**config.mk**
```make
export PLATFORM = sky130hd
export DESIGN_NAME = logical_device_decode_irq_route
export DESIGN_NICKNAME = d
export VERILOG_FILES = /design/src/ld_decode_pkg.sv /design/src/logical_device_decode_irq_route.sv
export SDC_FILE = /design/constraint.sdc
export NUM_CORES = 1
export LEC_CHECK = 0
export BUFFER_PORTS_ARGS = -buffer_cell sky130_fd_sc_hd__buf_4
export CAP_MARGIN = 20
export CORE_ASPECT_RATIO = 1.1
export CORE_MARGIN = 2
export CORE_UTILIZATION = 45
export DETAILED_ROUTE_END_ITERATION = 12
export GPL_ROUTABILITY_DRIVEN = 0
export PLACE_DENSITY_LB_ADDON = 0.1
export SYNTH_ARGS = -nofsm -noshare
export SYNTH_HDL_FRONTEND = slang
export SYNTH_SLANG_ARGS = --single-unit
```
**constraint.sdc**
```tcl
create_clock -name clk_i -period 5.87 [get_ports clk_i]
set_input_delay 0.8805 -clock clk_i [delete_from_list [all_inputs] [get_ports clk_i]]
set_output_delay 0.8805 -clock clk_i [all_outputs]
set_load 0.005 [all_outputs]
```
**src/ld_decode_pkg.sv**
```systemverilog
// Package with configuration indices, device codes, offsets and carriers.
package ld_decode_pkg;

  // Configuration register indices.
  localparam logic [7:0] IDX_LDN = 8'h07;
  localparam logic [7:0] IDX_ACTIVATE = 8'h30;
  localparam logic [7:0] IDX_BASE_HIGH = 8'h60;
  localparam logic [7:0] IDX_BASE_LOW = 8'h61;
  localparam logic [7:0] IDX_IRQ_SEL = 8'h70;
  localparam logic [7:0] IDX_PWR_CTL = 8'hF8;

  // Logical device numbers.
  localparam logic [3:0] LD_FLOPPY = 4'h0;
  localparam logic [3:0] LD_PP = 4'h3;
  localparam logic [3:0] LD_UART1 = 4'h4;
  localparam logic [3:0] LD_UART2 = 4'h5;
  localparam logic [3:0] LD_KBD = 4'h7;
  localparam logic [3:0] LD_ACPI = 4'hA;

  // Base ranges.
  localparam logic [11:0] BASE_MIN_IO = 12'h0100;
  localparam logic [11:0] BASE_MAX_8 = 12'h0FF8;
  localparam logic [11:0] BASE_MAX_4 = 12'h0FFC;
  localparam logic [11:0] BASE_MAX_ACPI = 12'h0FE7;
  localparam logic [11:0] ACPI_SPAN = 12'h0018;

  // Fixed keyboard addresses.
  localparam logic [11:0] KBD_DATA_ADDR = 12'h0060;
  localparam logic [11:0] KBD_CMD_ADDR = 12'h0064;

  // Parallel port extended block offsets.
  localparam logic [11:0] PP_EXT_OFS = 12'h0400;
  localparam logic [11:0] PP_CFGB_OFS = 12'h0401;
  localparam logic [11:0] PP_ECR_OFS = 12'h0402;

  // Device register bit positions.
  localparam int FLOPPY_DMA_IRQ_EN_BIT = 3;
  localparam int PP_IRQ_EN_BIT = 4;
  localparam int PP_SERVICE_BIT = 2;
  localparam int UART_AUX_TWO_BIT = 3;

  // Local register select codes inside a device window.
  typedef enum logic [4:0] {
    SEL_NONE,
    SEL_FLOPPY_STATUS_A, SEL_FLOPPY_STATUS_B, SEL_FLOPPY_DIGITAL_OUTPUT,
    SEL_FLOPPY_TAPE_SELECT, SEL_FLOPPY_MAIN_STATUS_RATE_SELECT,
    SEL_FLOPPY_DATA_QUEUE, SEL_FLOPPY_DIGITAL_IN_CONFIG_CTL,
    SEL_PP_DATA_ADDR_QUEUE, SEL_PP_STATUS, SEL_PP_CONTROL, SEL_PP_EPP_ADDR,
    SEL_PP_EPP_DATA, SEL_PP_DATA_QUEUE_CFG_A, SEL_PP_CONFIG_B, SEL_PP_ECR,
    SEL_UART_RX_TX_BUFFER, SEL_UART_INT_ENABLE, SEL_UART_INT_ID_QUEUE_CTL,
    SEL_UART_LINE_CONTROL, SEL_UART_MODEM, SEL_UART_LINE_STATUS,
    SEL_UART_SCRATCH, SEL_KBD_DATA, SEL_KBD_CMD_STATUS, SEL_ACPI
  } reg_sel_t;

  typedef enum logic [2:0] {
    DEV_NONE, DEV_FLOPPY, DEV_PP, DEV_UART1, DEV_UART2, DEV_KBD, DEV_ACPI
  } dev_t;

  // Result of decoding one host I/O access.
  typedef struct packed {
    logic hit;
    dev_t dev;
    reg_sel_t sel;
    logic [1:0] lane;
  } decode_t;

  // Interrupt-enable conditions reported by each device core except ACPI.
  typedef struct packed {
    logic floppy_dig_out_b3;
    logic pp_control_b4;
    logic pp_ecr_b2;
    logic pp_ecp_mode;
    logic pp_irq_on_mode;
    logic [3:0] uart1_ier;
    logic uart1_aux2;
    logic [3:0] uart2_ier;
    logic uart2_aux2;
    logic kbd_irq_en;
  } irq_cond_t;

endpackage

```
**src/logical_device_decode_irq_route.sv**
```systemverilog
// Relocatable I/O decode (keyboard at fixed addresses) and interrupt-line routing for the logical devices.
`timescale 1ns/1ps
module logical_device_decode_irq_route
  import ld_decode_pkg::*;
#(
  parameter int NUM_IRQ = 16
) (
  // Clock and reset.
  input wire logic clk_i,
  input wire logic rst_i,
  // Configuration register port.
  input wire logic [7:0] cfg_addr_i,
  input wire logic [7:0] cfg_wdata_i,
  input wire logic cfg_we_i,
  input wire logic cfg_re_i,
  output logic [7:0] cfg_rdata_o,
  // Host I/O address and device status.
  input wire logic [15:0] io_addr_i,
  input wire logic io_cycle_i,
  input wire irq_cond_t irq_cond_i,
  input wire logic [5:0] dev_irq_i,
  // Decode result.
  output decode_t decode_o,
  // Interrupt request pins; enable low means driven.
  output logic [NUM_IRQ-1:0] irq_o,
  output logic [NUM_IRQ-1:0] irq_oe_n_o,
  output logic [NUM_IRQ-1:0] irq_level_low_o
);

  localparam int ND = 6;

  ////////////////////////////////////////////////////////////////////////////
  // Configuration registers, one set per logical device.

  logic [3:0] ldn_q, ldn_d;
  logic [ND-1:0] active_q, active_d;
  logic [ND-1:0][15:0] base_q, base_d;
  logic [ND-1:0][3:0] irq_sel_q, irq_sel_d;
  logic [7:0] rdata_q, rdata_d;
  logic [2:0] cur;
  logic cur_ok;

  always_comb begin
    cur_ok = 1'b1;
    unique case (ldn_q)
      LD_FLOPPY: cur = 3'd0;
      LD_PP: cur = 3'd1;
      LD_UART1: cur = 3'd2;
      LD_UART2: cur = 3'd3;
      LD_KBD: cur = 3'd4;
      LD_ACPI: cur = 3'd5;
      default: begin
        cur = 3'd0;
        cur_ok = 1'b0;
      end
    endcase
  end

  always_comb begin
    ldn_d = ldn_q;
    active_d = active_q;
    base_d = base_q;
    irq_sel_d = irq_sel_q;
    rdata_d = 8'h00;
    if (cfg_we_i) begin
      if (cfg_addr_i == IDX_LDN) begin
        ldn_d = cfg_wdata_i[3:0];
      end else if (cur_ok) begin
        unique case (cfg_addr_i)
          IDX_ACTIVATE, IDX_PWR_CTL: active_d[cur] = cfg_wdata_i[0];
          IDX_BASE_HIGH: if (cur != 3'd4) begin
            base_d[cur][15:8] = cfg_wdata_i;
          end
          IDX_BASE_LOW: if (cur != 3'd4) begin
            base_d[cur][7:0] = cfg_wdata_i;
          end
          IDX_IRQ_SEL: irq_sel_d[cur] = cfg_wdata_i[3:0];
          default: ;
        endcase
      end
    end
    if (cfg_re_i) begin
      if (cfg_addr_i == IDX_LDN) begin
        rdata_d = {4'h0, ldn_q};
      end else if (cur_ok) begin
        unique case (cfg_addr_i)
          IDX_ACTIVATE, IDX_PWR_CTL: rdata_d = {7'h00, active_q[cur]};
          IDX_BASE_HIGH: rdata_d = base_q[cur][15:8];
          IDX_BASE_LOW: rdata_d = base_q[cur][7:0];
          IDX_IRQ_SEL: rdata_d = {4'h0, irq_sel_q[cur]};
          default: rdata_d = 8'h00;
        endcase
      end
    end
  end

  always_ff @(posedge clk_i) begin
    if (rst_i) begin
      ldn_q <= 4'h0;
      active_q <= '0;
      base_q <= '0;
      irq_sel_q <= '0;
      rdata_q <= 8'h00;
    end else begin
      ldn_q <= ldn_d;
      active_q <= active_d;
      base_q <= base_d;
      irq_sel_q <= irq_sel_d;
      rdata_q <= rdata_d;
    end
  end

  assign cfg_rdata_o = rdata_q;

  ////////////////////////////////////////////////////////////////////////////
  // Base range checks and address match.

  logic [11:0] a;
  logic [ND-1:0][11:0] b;
  logic [ND-1:0] valid;
  logic [11:0] acpi_ofs;
  logic pp8;

  assign a = io_addr_i[11:0];
  assign pp8 = (b[1][2] == 1'b0);
  assign acpi_ofs = a - b[5];

  always_comb begin
    for (int i = 0; i < ND; i++) begin
      b[i] = base_q[i][11:0];
    end
    // Eight-byte devices, then the four-byte parallel port, keyboard and ACPI.
    valid[0] = b[0] >= BASE_MIN_IO && b[0] <= BASE_MAX_8 &&
               b[0][2:0] == 3'b000;
    valid[2] = b[2] >= BASE_MIN_IO && b[2] <= BASE_MAX_8 &&
               b[2][2:0] == 3'b000;
    valid[3] = b[3] >= BASE_MIN_IO && b[3] <= BASE_MAX_8 &&
               b[3][2:0] == 3'b000;
    valid[1] = b[1] >= BASE_MIN_IO && b[1] <= BASE_MAX_4 &&
               b[1][1:0] == 2'b00;
    valid[4] = 1'b1;
    valid[5] = b[5] <= BASE_MAX_ACPI &&
               (b[5] % ACPI_SPAN) == 12'h000;
  end

  ////////////////////////////////////////////////////////////////////////////
  // Access decode.

  decode_t dec_d, dec_q;

  always_comb begin
    dec_d = '{hit: 1'b0, dev: DEV_NONE, sel: SEL_NONE, lane: 2'b00};
    if (io_cycle_i) begin
      if (active_q[0] && valid[0] && a[11:3] == b[0][11:3]) begin
        dec_d.dev = DEV_FLOPPY;
        unique case (a[2:0])
          3'd0: dec_d.sel = SEL_FLOPPY_STATUS_A;
          3'd1: dec_d.sel = SEL_FLOPPY_STATUS_B;
          3'd2: dec_d.sel = SEL_FLOPPY_DIGITAL_OUTPUT;
          3'd3: dec_d.sel = SEL_FLOPPY_TAPE_SELECT;
          3'd4: dec_d.sel = SEL_FLOPPY_MAIN_STATUS_RATE_SELECT;
          3'd5: dec_d.sel = SEL_FLOPPY_DATA_QUEUE;
          3'd6: dec_d.sel = SEL_NONE;
          3'd7: dec_d.sel = SEL_FLOPPY_DIGITAL_IN_CONFIG_CTL;
        endcase
      end else if (active_q[1] && valid[1]) begin
        if (a[11:2] == b[1][11:2]) begin
          dec_d.dev = DEV_PP;
          unique case (a[1:0])
            2'd0: dec_d.sel = SEL_PP_DATA_ADDR_QUEUE;
            2'd1: dec_d.sel = SEL_PP_STATUS;
            2'd2: dec_d.sel = SEL_PP_CONTROL;
            2'd3: dec_d.sel = pp8 ? SEL_PP_EPP_ADDR : SEL_NONE;
          endcase
        end else if (pp8 && a[11:2] == (b[1][11:2] + 10'd1)) begin
          dec_d.dev = DEV_PP;
          dec_d.sel = SEL_PP_EPP_DATA;
          dec_d.lane = a[1:0];
        end else if (a == b[1] + PP_EXT_OFS) begin
          dec_d.dev = DEV_PP;
          dec_d.sel = SEL_PP_DATA_QUEUE_CFG_A;
        end else if (a == b[1] + PP_CFGB_OFS) begin
          dec_d.dev = DEV_PP;
          dec_d.sel = SEL_PP_CONFIG_B;
        end else if (a == b[1] + PP_ECR_OFS) begin
          dec_d.dev = DEV_PP;
          dec_d.sel = SEL_PP_ECR;
        end
      end
      if (dec_d.dev == DEV_NONE) begin
        for (int u = 2; u <= 3; u++) begin
          if (dec_d.dev == DEV_NONE && active_q[u] && valid[u] &&
              a[11:3] == b[u][11:3]) begin
            dec_d.dev = (u == 2) ? DEV_UART1 : DEV_UART2;
            unique case (a[2:0])
              3'd0: dec_d.sel = SEL_UART_RX_TX_BUFFER;
              3'd1: dec_d.sel = SEL_UART_INT_ENABLE;
              3'd2: dec_d.sel = SEL_UART_INT_ID_QUEUE_CTL;
              3'd3: dec_d.sel = SEL_UART_LINE_CONTROL;
              3'd4: dec_d.sel = SEL_UART_MODEM;
              3'd5: dec_d.sel = SEL_UART_LINE_STATUS;
              3'd6: dec_d.sel = SEL_UART_MODEM;
              3'd7: dec_d.sel = SEL_UART_SCRATCH;
            endcase
          end
        end
      end
      if (dec_d.dev == DEV_NONE && active_q[4]) begin
        if (a == KBD_DATA_ADDR) begin
          dec_d.dev = DEV_KBD;
          dec_d.sel = SEL_KBD_DATA;
        end else if (a == KBD_CMD_ADDR) begin
          dec_d.dev = DEV_KBD;
          dec_d.sel = SEL_KBD_CMD_STATUS;
        end
      end
      if (dec_d.dev == DEV_NONE && active_q[5] && valid[5] &&
          a >= b[5] && acpi_ofs < ACPI_SPAN) begin
        dec_d.dev = DEV_ACPI;
        dec_d.sel = SEL_ACPI;
        dec_d.lane = acpi_ofs[1:0];
      end
      dec_d.hit = (dec_d.dev != DEV_NONE) && (dec_d.sel != SEL_NONE);
    end
  end

  always_ff @(posedge clk_i) begin
    if (rst_i) begin
      dec_q <= '{hit: 1'b0, dev: DEV_NONE, sel: SEL_NONE, lane: 2'b00};
    end else begin
      dec_q <= dec_d;
    end
  end

  assign decode_o = dec_q;

  ////////////////////////////////////////////////////////////////////////////
  // Interrupt routing.

  logic [ND-1:0] dev_en;
  logic [NUM_IRQ-1:0] irq_d, irq_q, oe_n_d, oe_n_q, low_d, low_q;

  always_comb begin
    dev_en[0] = irq_cond_i.floppy_dig_out_b3;
    dev_en[1] = irq_cond_i.pp_control_b4 &&
                (!irq_cond_i.pp_ecp_mode || !irq_cond_i.pp_ecr_b2);
    dev_en[2] = |irq_cond_i.uart1_ier && irq_cond_i.uart1_aux2;
    dev_en[3] = |irq_cond_i.uart2_ier && irq_cond_i.uart2_aux2;
    dev_en[4] = irq_cond_i.kbd_irq_en;
    dev_en[5] = 1'b1;
    irq_d = '0;
    oe_n_d = '1;
    low_d = '0;
    for (int i = 0; i < ND; i++) begin
      if (active_q[i] && valid[i] && irq_sel_q[i] != 4'h0 &&
          dev_en[i]) begin
        oe_n_d[irq_sel_q[i]] = 1'b0;
        irq_d[irq_sel_q[i]] = irq_d[irq_sel_q[i]] | dev_irq_i[i];
        if (i == 1 && irq_cond_i.pp_irq_on_mode) begin
          low_d[irq_sel_q[i]] = 1'b1;
        end
      end
    end
  end

  always_ff @(posedge clk_i) begin
    if (rst_i) begin
      irq_q <= '0;
      oe_n_q <= '1;
      low_q <= '0;
    end else begin
      irq_q <= irq_d;
      oe_n_q <= oe_n_d;
      low_q <= low_d;
    end
  end

  assign irq_o = irq_q;
  assign irq_oe_n_o = oe_n_q;
  assign irq_level_low_o = low_q;

endmodule

```
==> flow_summary.json, run 1 <==
{
  "tightest_slew_ns": 1.06,
  "peakVddDrop_mv": 0.172,
  "io_pins": 126,
  "async_flop_share": 0,
  "drive_gt1_frac": 0.127,
  "cp_data_required_time_ns": 6.22,
  "rr_endpoint": "irq_o[6]$_SDFF_PP0_",
  "viasPerCell": 6.20,
  "yosys_warnings": 0,
  "cts_tree": "built",
  "p_comb_frac": 0.067,
  "die_w_um": 170,
  "syn_area_um2": 13700,
  "synth-seq-cells": 197,
  "power.internal_mw": 2.05,
  "drc": 0,
  "critical_path_class": "flip-flop to flip-flop",
  "relSlewSlack": 0.294,
  "dp_hpwl_um": 35800,
  "power.density_nw_per_um2": 182,
  "track_usage": 0.303,
  "worstRegToRegCells": 16,
  "routed_wl_um": 48600,
  "crit_path_start_kind": "flip-flop",
  "status": "finished, final reports clean",
  "min_to": "b[56]$_SDFFE_PP0P_",
  "grt_pass1_vias": 13400,
  "first_pass_iters": 6,
  "clock_latency_ns": 0.46,
  "cts_sinks": 197,
  "avgSynthCellArea_um2": 7.57,
  "drtAntennaViolNets": 0,
  "dieArea_um2": 31900,
  "setup_viol": 0,
  "maxCapViolations": 0,
  "hold_path_class": "flip-flop to flip-flop",
  "reg2reg_from": "b[16]$_SDFFE_PP0P_",
  "htree_num_levels": 4,
  "max_freq_mhz": 181,
  "dpl_cell_area_um2": 14900,
  "fin_skew_ns": 0.0141,
  "wl_per_cell_um": 21.3,
  "via_count": 14200,
  "rsz0062_at_grt": "no",
  "die_y_um": 187,
  "p_leak_nw": 5.92,
  "synth-main-ff-cell": "dfxtp_1",
  "cts_max_path_buffers": 2,
  "initial_core_util": 0.453,
  "holdBufCountCts": 0,
  "synth_edf_count": 0,
  "cts-root-buf": "clkbuf_16",
  "switching_share": 0.276,
  "cp_data_arrival_time_ns": 5.88,
  "final_nets": 1937,
  "final_cell_area_um2": 15600,
  "clockPowerShare": 0.461,
  "worst-path-max-fanout": 12,
  "hold_depth": 1,
  "post-cts-setup-buffers": 0,
  "syn_inst": 1810,
  "p_sw_mw": 0.781,
  "cts_inserted_buffers": 17,
  "fin_setup_tns_ns": 0,
  "antenna_found_initial": 1,
  "fin_crit_ns": 5.53,
  "area_delta_synth_final_pct": 13.6,
  "synth_seq_area_share": 0.288,
  "gr-total-overflow": 0,
  "grt_pass1_wl_um": 75200,
  "hold_viol_final": 0,
  "p_seq_frac": 0.473,
  "placeableCoreArea_um2": 30300,
  "crit_path_end_kind": "flip-flop",
  "path_clk_slew_ns": 0.09,
  "io_buffers": 121,
  "hp-start": "b[56]$_SDFFE_PP0P_",
  "rows": 67,
  "slew_violations": 0,
  "synthDistinctLibCells": 104,
  "timing.final.crit_share": 0.942,
  "grt_max_degree": 91,
  "drt_iter0_markers": 1535,
  "r2r_slack_ns": 0.34
}
power by group through the flow:
stage	Sequential (mW)	Clock (mW)	Combinational [mW]
finish	1.34	1.30	0.189
floorplan	1.37	0	0.110
global route	1.34	1.37	0.204
CTS	1.34	1.32	0.186
detailed placement	1.37	0	0.185
global placement	1.37	0	0.183
worst max-delay path, stage by stage (launching register included):
cell,delay [ns]
dfxtp_1,0.45
nor3_1,0.42
nand4_2,0.26
buf_4,0.26
a2111oi_2,0.72
nor3_1,0.13
a2111oi_0,0.41
a31oi_1,0.11
a311oi_1,0.44
a31oi_4,0.12
mux2_1,0.37
a31o_1,0.28
a31oi_4,0.39
a31oi_2,0.19
a21boi_2,0.47
o22ai_1,0.17
a21o_1,0.21
metal layers:
layer	GRT usage	vias to the layer above	routed length (um)
li1	-	6657	-
met1	0.373	6618	19500
met2	0.500	709	22600
met3	0.0523	192	3670
met4	0.166	0	2750
met5	0	-	0
worst max path at each step:
| stage | startpoint | end | slack [ns] |
|---|---|---|---|
| after floorplan | b[22]$_SDFFE_PP0P_ | irq_o[6]$_SDFF_PP0_ | 1.29 |
| after global placement | irq_cond_i[12] | irq_o[14]$_SDFF_PP0_ | 0.46 |
| after detailed placement | irq_cond_i[12] | irq_o[6]$_SDFF_PP0_ | 0.34 |
| after CTS | b[16]$_SDFFE_PP0P_ | irq_o[6]$_SDFF_PP0_ | 0.51 |
| after global routing | b[16]$_SDFFE_PP0P_ | irq_o[6]$_SDFF_PP0_ | 0.13 |
| final | b[16]$_SDFFE_PP0P_ | irq_o[6]$_SDFF_PP0_ | 0.34 |
final cells by class:
type,instances,area [um^2]
Timing Repair Buffer,159,1190
Clock inverter,14,219
Sequential cell,197,3940
Clock buffer,18,439
Inverter,56,210
Fill cell,3021,14700
Tap cell,414,518
Antenna cell,3,7.51
Multi-Input combinational cell,1424,9040
registers in the layout (all words and copies together), names as in the netlist:
register / flops
b: 72
irq_sel_q: 24
irq_oe_n_o: 16
cfg_rdata_o: 8
irq_o: 16
ldn_q: 4
base_q: 24
active_q: 6
decode_o: 11
irq_level_low_o: 16
cell families (layout without fill, tap and decap cells):
| family | Yosys count | count (layout) | share of synthesized area |
|---|---|---|---|
| AO/OA/AOI/OAI | 395 | 395 | 0.205 |
| XOR/XNOR | 55 | 55 | 0.0352 |
| adder cells (fa/ha/maj) | 23 | 23 | 0.0216 |
| buffers and inverters | 190 | 247 | 0.0548 |
| flip-flops | 197 | 197 | 0.288 |
| multiplexers | 155 | 155 | 0.114 |
| other | 2 | 6 | 0.000548 |
| AND/OR/NAND/NOR | 793 | 793 | 0.281 |
timing repair:
action / 4_1_cts / 5_1_grt
gates resized for setup: 0 / 1
setup endpoints to repair: 0 / 3
hold endpoints to repair: 0 / 0
layout by cell type, fill, tap and decap left out, types with 22 or more instances in the layout:
cell type / Yosys / layout
dfxtp_1: 197 / 197
nand2b_1: 31 / 31
xor2_1: 39 / 39
nor2_1: 269 / 269
nor3_1: 61 / 61
a211oi_1: 26 / 26
o22ai_1: 28 / 28
nor4_1: 30 / 30
a31oi_1: 26 / 26
nor2b_1: 34 / 34
inv_1: 54 / 54
ha_1: 22 / 22
a21oi_1: 80 / 79
o21ai_0: 65 / 65
buf_4: 1 / 159
nand2_1: 175 / 175
mux2i_1: 146 / 146
nand3_1: 65 / 65
Yosys cell counts, types with 8 or more instances:
master / instances / area share
and2_1: 10 / 0.0046
nor4_1: 30 / 0.014
a31oi_1: 26 / 0.012
nor2b_1: 34 / 0.016
a21boi_0: 8 / 0.0044
or3_1: 16 / 0.0073
o221ai_1: 14 / 0.0089
o22ai_1: 28 / 0.013
a21oi_1: 80 / 0.029
inv_1: 54 / 0.015
nor2_1: 269 / 0.074
o21ai_0: 65 / 0.024
clkbuf_1: 113 / 0.031
and3_1: 19 / 0.0087
o21ai_1: 8 / 0.0029
nand3_1: 65 / 0.024
xnor2_1: 16 / 0.010
or4_1: 13 / 0.0071
nor3_1: 61 / 0.022
nand4_1: 20 / 0.0091
a211oi_1: 26 / 0.014
buf_1: 8 / 0.0022
nand2_1: 175 / 0.048
nand2b_1: 31 / 0.014
ha_1: 22 / 0.020
buf_2: 9 / 0.0033
o211ai_1: 17 / 0.0093
dfxtp_1: 197 / 0.29
mux2i_1: 146 / 0.11
xor2_1: 39 / 0.025
a21o_1: 12 / 0.0066
through the flow:
step | hold slack, ns | util | setup slack [ns] | power (mW) | instances
finish | 0.470 | 0.514 | 0.341 | 2.83 | 2285
global route | 0.482 | 0.514 | 0.126 | 2.91 | 2282
CTS | 0.472 | 0.514 | 0.508 | 2.84 | 2281
detailed placement | 0.456 | 0.492 | 0.345 | 1.55 | 2249
global placement | 0.452 | 0.492 | 0.455 | 1.55 | 2249
floorplan | 0.438 | - | 1.29 | 1.48 | 1811
Note: power is estimated with default switching activity, not from simulation.
==> inputs of run 2 (changes only) <==
--- a/config.mk
+++ b/config.mk
@@ -5,13 +5,14 @@
 export SDC_FILE = /design/constraint.sdc
 export NUM_CORES = 1
 export LEC_CHECK = 0
+export ABC_AREA = 1
 export BUFFER_PORTS_ARGS = -buffer_cell sky130_fd_sc_hd__buf_4
 export CAP_MARGIN = 20
 export CORE_ASPECT_RATIO = 1.1
 export CORE_MARGIN = 2
 export CORE_UTILIZATION = 45
 export DETAILED_ROUTE_END_ITERATION = 12
-export GPL_ROUTABILITY_DRIVEN = 0
+export HOLD_SLACK_MARGIN = 0.1
 export PLACE_DENSITY_LB_ADDON = 0.1
 export SYNTH_ARGS = -nofsm -noshare
 export SYNTH_HDL_FRONTEND = slang
==> flow_summary.json, run 2 <==
{
  "status": "finished, final reports clean",
  "peakVddDrop_mv": 0.161,
  "maxCapViolations": 0,
  "final_common_cell": "nand2_1",
  "cts-root-buf": "clkbuf_16",
  "worst-path-max-fanout": 15,
  "antenna_found_initial": 0,
  "dp_hpwl_um": 35200,
  "clockPowerShare": 0.449,
  "io_buffers": 121,
  "critical_path_class": "flip-flop to flip-flop",
  "cts_sinks": 197,
  "slew_violations": 0,
  "avgSynthCellArea_um2": 6.31,
  "timing.hold.ws_ns": 0.422,
  "synth_top_area_frac": 0.309,
  "tightest_slew_ns": 1.09,
  "antenna_cells": 0,
  "wl_per_cell_um": 18.2,
  "p_sw_mw": 0.738,
  "setup_viol": 0,
  "drtAntennaViolNets": 0,
  "async_flop_share": 0,
  "drt_iter0_markers": 994,
  "fin_setup_tns_ns": 0,
  "cp_data_arrival_time_ns": 5.58,
  "final_cell_mix": "nand2_1, nor2_1, inv_1",
  "hold_path_class": "flip-flop to flip-flop",
  "fin_skew_ns": 0.0163,
  "largest_reg_flops": 72,
  "worstRegToRegCells": 39,
  "synth_top_area_cell": "dfxtp_1",
  "grt_pass1_wl_um": 71300,
  "synth_seq_area_share": 0.309,
  "grt_pass1_vias": 13600,
  "ys_top_cells_by_area": "dfxtp_1, nand2_1, nor2_1, o21ai_0, inv_1",
  "track_usage": 0.308,
  "io_pins": 126,
  "gr-total-overflow": 0,
  "hold_viol_final": 0,
  "fill_cells": 2916,
  "post-synth-top-count-cell": "nand2_1",
  "clock_latency_ns": 0.45,
  "p_comb_frac": 0.067,
  "die_y_um": 181,
  "final_nets": 2213,
  "synthDistinctLibCells": 59,
  "place_congestion": 0.964,
  "rsz0062_at_grt": "no",
  "p_leak_nw": 6.20,
  "power.internal_mw": 2.02,
  "drc": 0,
  "synth-main-ff-cell": "dfxtp_1",
  "die_w_um": 165,
  "crit_path_end_kind": "flip-flop",
  "hold_depth": 2,
  "first_pass_iters": 7,
  "cts_max_path_buffers": 2,
  "placeableCoreArea_um2": 27900,
  "syn_inst": 2026,
  "reg_top3": "b x72, base_q x24, irq_sel_q x24",
  "slowest_stage": "dfxtp_1",
  "routed_wl_um": 45700,
  "crit_top_cell": "nand2_1",
  "synth_commonest_cells": "nand2_1, nor2_1, inv_1",
  "via_count": 14100,
  "htree_num_levels": 4,
  "p_seq_frac": 0.484,
  "cp_data_required_time_ns": 6.22,
  "synth-seq-cells": 197,
  "cts-resized-gates": 0,
  "yosys_warnings": 0,
  "cts_tree": "built",
  "rows": 64,
  "top_register": "b",
  "crit_path_start_kind": "flip-flop",
  "dieArea_um2": 29800,
  "syn_area_um2": 12800,
  "fin_crit_ns": 5.23,
  "relSlewSlack": 0.274,
  "post-cts-setup-buffers": 0,
  "power.density_nw_per_um2": 187,
  "area_delta_synth_final_pct": 15.8,
  "initial_core_util": 0.459,
  "max_freq_mhz": 191,
  "path_clk_slew_ns": 0.08,
  "viasPerCell": 5.62,
  "timing.final.crit_share": 0.891,
  "switching_share": 0.267,
  "grt_max_degree": 68,
  "drive_gt1_frac": 0.111,
  "synth_edf_count": 0,
  "cts_inserted_buffers": 17,
  "holdBufCountCts": 0,
  "slowest_delay_ns": 0.37
}
## run 2: area by class of cell
| cell class | count | area, um^2 | share of cell area |
|---|---|---|---|
| Inverter | 279 | 1050 | 0.0708 |
| Clock buffer | 17 | 425 | 0.0288 |
| Clock inverter | 15 | 204 | 0.0138 |
| Timing Repair Buffer | 164 | 1260 | 0.0852 |
| Sequential cell | 197 | 3940 | 0.267 |
| Multi-Input combinational cell | 1472 | 7460 | 0.504 |
| Tap cell | 363 | 454 | 0.0307 |
## run 2: power groups by stage
stage	logic [mW]	clock network, mW	registers [mW]
2_1_floorplan	0.106	0	1.37
3_3_place_gp	0.182	0	1.37
3_5_place_dp	0.183	0	1.37
4_1_cts	0.184	1.25	1.34
5_1_grt	0.202	1.31	1.34
6_report	0.186	1.24	1.34
## run 2: through the flow
step           area (um^2)  setup WS, ns  utilization  power [mW]  std cells
2_1_floorplan        12800          1.23            -        1.48       2027
3_3_place_gp         14200         0.501        0.508        1.55       2474
3_5_place_dp         14200         0.498        0.508        1.55       2474
4_1_cts              14800         0.745        0.530        2.78       2506
5_1_grt              14800      0.000744        0.531        2.85       2507
6_report             14800         0.640        0.531        2.76       2507
## run 2: cells by family after synthesis
family,share of synthesized area
other,0.000588
buffers and inverters,0.109
flip-flops,0.309
adder cells (fa/ha/maj),0.0231
AO/OA/AOI/OAI,0.220
XOR/XNOR,0.0350
AND/OR/NAND/NOR,0.304
## run 2: worst max-delay path: cells and delay by family (launching register included)
family	cells	cell delay (ns)
compound gates	3	0.51
buf+inv	5	0.85
flops	1	0.37
simple gates	31	3.37
## run 2: per-layer routing
layer	wire [um]	vias to the layer above	GRT usage	part of all wire
met5	0	-	0	0
met2	22400	500	0.534	0.49
met1	18400	6494	0.365	0.40
met4	2760	0	0.182	0.060
li1	-	6982	-	-
met3	2110	120	0.0321	0.046
## run 2: final timing paths
check | slack, ns | startpoint | end
setup / recovery | 0.64 | b[16]$_SDFFE_PP0P_ | irq_o[4]$_SDFF_PP0_
hold / removal | 0.42 | b[52]$_SDFFE_PP0P_ | b[52]$_SDFFE_PP0P_
setup reg to reg | 0.64 | b[16]$_SDFFE_PP0P_ | irq_o[4]$_SDFF_PP0_
hold reg to reg | 0.42 | b[52]$_SDFFE_PP0P_ | b[52]$_SDFFE_PP0P_
==> inputs of run 3 (changes only) <==
--- a/config.mk
+++ b/config.mk
@@ -13,7 +13,7 @@
 export CORE_UTILIZATION = 45
 export DETAILED_ROUTE_END_ITERATION = 12
 export HOLD_SLACK_MARGIN = 0.1
-export PLACE_DENSITY_LB_ADDON = 0.1
+export PLACE_DENSITY = 0.62
 export SYNTH_ARGS = -nofsm -noshare
 export SYNTH_HDL_FRONTEND = slang
 export SYNTH_SLANG_ARGS = --single-unit
==> flow_summary.json, run 3 (synthesis gave the netlist of run 2 again) <==
{
  "antenna_cells": 0,
  "cp_num_buf_inv": 5,
  "final_nets": 2200,
  "initial_core_util": 0.459,
  "r2r_slack_ns": 0.69,
  "io_buffers": 121,
  "critical_path_class": "flip-flop to flip-flop",
  "dp_hpwl_um": 35800,
  "io_pins": 126,
  "drc": 0,
  "slowest_stage": "dfxtp_1",
  "rsz0062_at_grt": "no",
  "total_power_mw": 2.74,
  "status": "finished, final reports clean",
  "cts-root-buf": "clkbuf_16",
  "maxCapViolations": 0,
  "routed_wl_um": 46800,
  "gr-total-overflow": 0,
  "worst-path-max-fanout": 15,
  "final_cell_mix": "nand2_1, nor2_1, inv_1",
  "timing.final.crit_share": 0.883,
  "top_register": "b",
  "cts-resized-gates": 0,
  "viasPerCell": 5.63,
  "power.density_nw_per_um2": 186,
  "cp_data_arrival_time_ns": 5.54,
  "htree_num_levels": 4,
  "cts_max_path_buffers": 2,
  "grt_max_degree": 68,
  "fill_cells": 2893,
  "fin_crit_ns": 5.18,
  "min_to": "b[57]$_SDFFE_PP0P_",
  "area_delta_synth_final_pct": 15.0,
  "grt_pass1_vias": 13400,
  "cp_data_required_time_ns": 6.23,
  "dieArea_um2": 29800,
  "hp-start": "b[57]$_SDFFE_PP0P_",
  "relSlewSlack": 0.279,
  "antenna_found_initial": 1,
  "cts_inserted_buffers": 17,
  "die_w_um": 165,
  "slew_violations": 0,
  "slowest_delay_ns": 0.36,
  "fin_setup_tns_ns": 0,
  "track_usage": 0.316,
  "dpl_cell_area_um2": 14100,
  "regArea_um2": 3940,
  "fin_skew_ns": 0.0161,
  "cts_tree": "built",
  "path_clk_slew_ns": 0.08,
  "via_count": 14000,
  "p_leak_nw": 6.14,
  "hold_viol_final": 0,
  "crit_path_end_kind": "flip-flop",
  "crit_path_start_kind": "flip-flop",
  "place_congestion": 0.966,
  "utilization": 0.528,
  "clock_latency_ns": 0.46,
  "placeableCoreArea_um2": 27900,
  "setup_viol": 0,
  "max_freq_mhz": 193,
  "rr_endpoint": "irq_o[4]$_SDFF_PP0_",
  "worstRegToRegCells": 41,
  "reg2reg_from": "b[10]$_SDFFE_PP0P_",
  "multi_input_area_um2": 7460,
  "drive_gt1_frac": 0.105,
  "die_y_um": 181,
  "largest_reg_flops": 72,
  "grt_pass1_wl_um": 72600,
  "final_common_cell": "nand2_1",
  "reg_top3": "b x72, base_q x24, irq_sel_q x24",
  "drtAntennaViolNets": 0,
  "first_pass_iters": 5,
  "tightest_slew_ns": 1.08,
  "drt_iter0_markers": 1189,
  "rows": 64,
  "cts_sinks": 197,
  "final_cell_area_um2": 14700,
  "wl_per_cell_um": 18.8,
  "hold_depth": 2,
  "post-cts-setup-buffers": 0,
  "hold_path_class": "flip-flop to flip-flop",
  "holdBufCountCts": 0,
  "peakVddDrop_mv": 0.149,
  "cp_top_family": "simple AND/OR/NAND/NOR gates",
  "crit_top_cell": "nand2_1"
}
-- run 3: changes by cell type in the layout (fill, tap and decap cells not counted), sizes merged --
cell / previous run / this run
bufinv: 1 / 0
clkinv: 13 / 10
clkbuf: 17 / 19
buf: 164 / 151
clkinvlp: 0 / 1
inv: 280 / 281
-- run 3: through the flow --
step / std cells / setup WS, ns / hold WS [ns]
2_1_floorplan: 2027 / 1.23 / 0.400
3_3_place_gp: 2460 / 0.465 / 0.407
3_5_place_dp: 2460 / 0.447 / 0.414
4_1_cts: 2492 / 0.719 / 0.428
5_1_grt: 2494 / 0.0504 / 0.443
6_report: 2494 / 0.687 / 0.425
-- run 3: layout make-up --
class	count	area share
Clock buffer	19	0.0308
Clock inverter	13	0.0104
Inverter	279	0.0712
Multi-Input combinational cell	1472	0.507
Sequential cell	197	0.268
Tap cell	363	0.0309
Timing Repair Buffer	151	0.0810
-- run 3: worst min-delay path: cells and delay by family (launching register included) --
family,cells,cell delay [ns]
flops,1,0.31
buf+inv,1,0.05
simple gates,1,0.03
-- run 3: worst max-delay path by stage --
stage	from	endpoint	slack (ns)	cells past startpoint
final	b[10]$_SDFFE_PP0P_	irq_o[4]$_SDFF_PP0_	0.69	41
after global routing	b[16]$_SDFFE_PP0P_	irq_o[4]$_SDFF_PP0_	0.05	39
after detailed placement	irq_cond_i[12]	irq_o[4]$_SDFF_PP0_	0.45	38
after floorplan	dev_irq_i[0]	irq_o[4]$_SDFF_PP0_	1.23	39
after CTS	b[16]$_SDFFE_PP0P_	irq_o[4]$_SDFF_PP0_	0.72	39
after global placement	irq_cond_i[12]	irq_o[4]$_SDFF_PP0_	0.47	38
-- run 3: routing by layer --
layer	track usage	wire, um	up-vias	share of wire
li1	-	-	6961	-
met1	0.371	18400	6389	0.39
met2	0.547	22600	540	0.48
met3	0.0381	2750	141	0.059
met4	0.189	3030	0	0.065
met5	0	0	-	0
-- run 3: power breakdown --
part	internal [mW]	switching (mW)
logic	0.0673	0.119
registers	1.34	0.000644
clock network	0.596	0.621
total	2.00	0.741
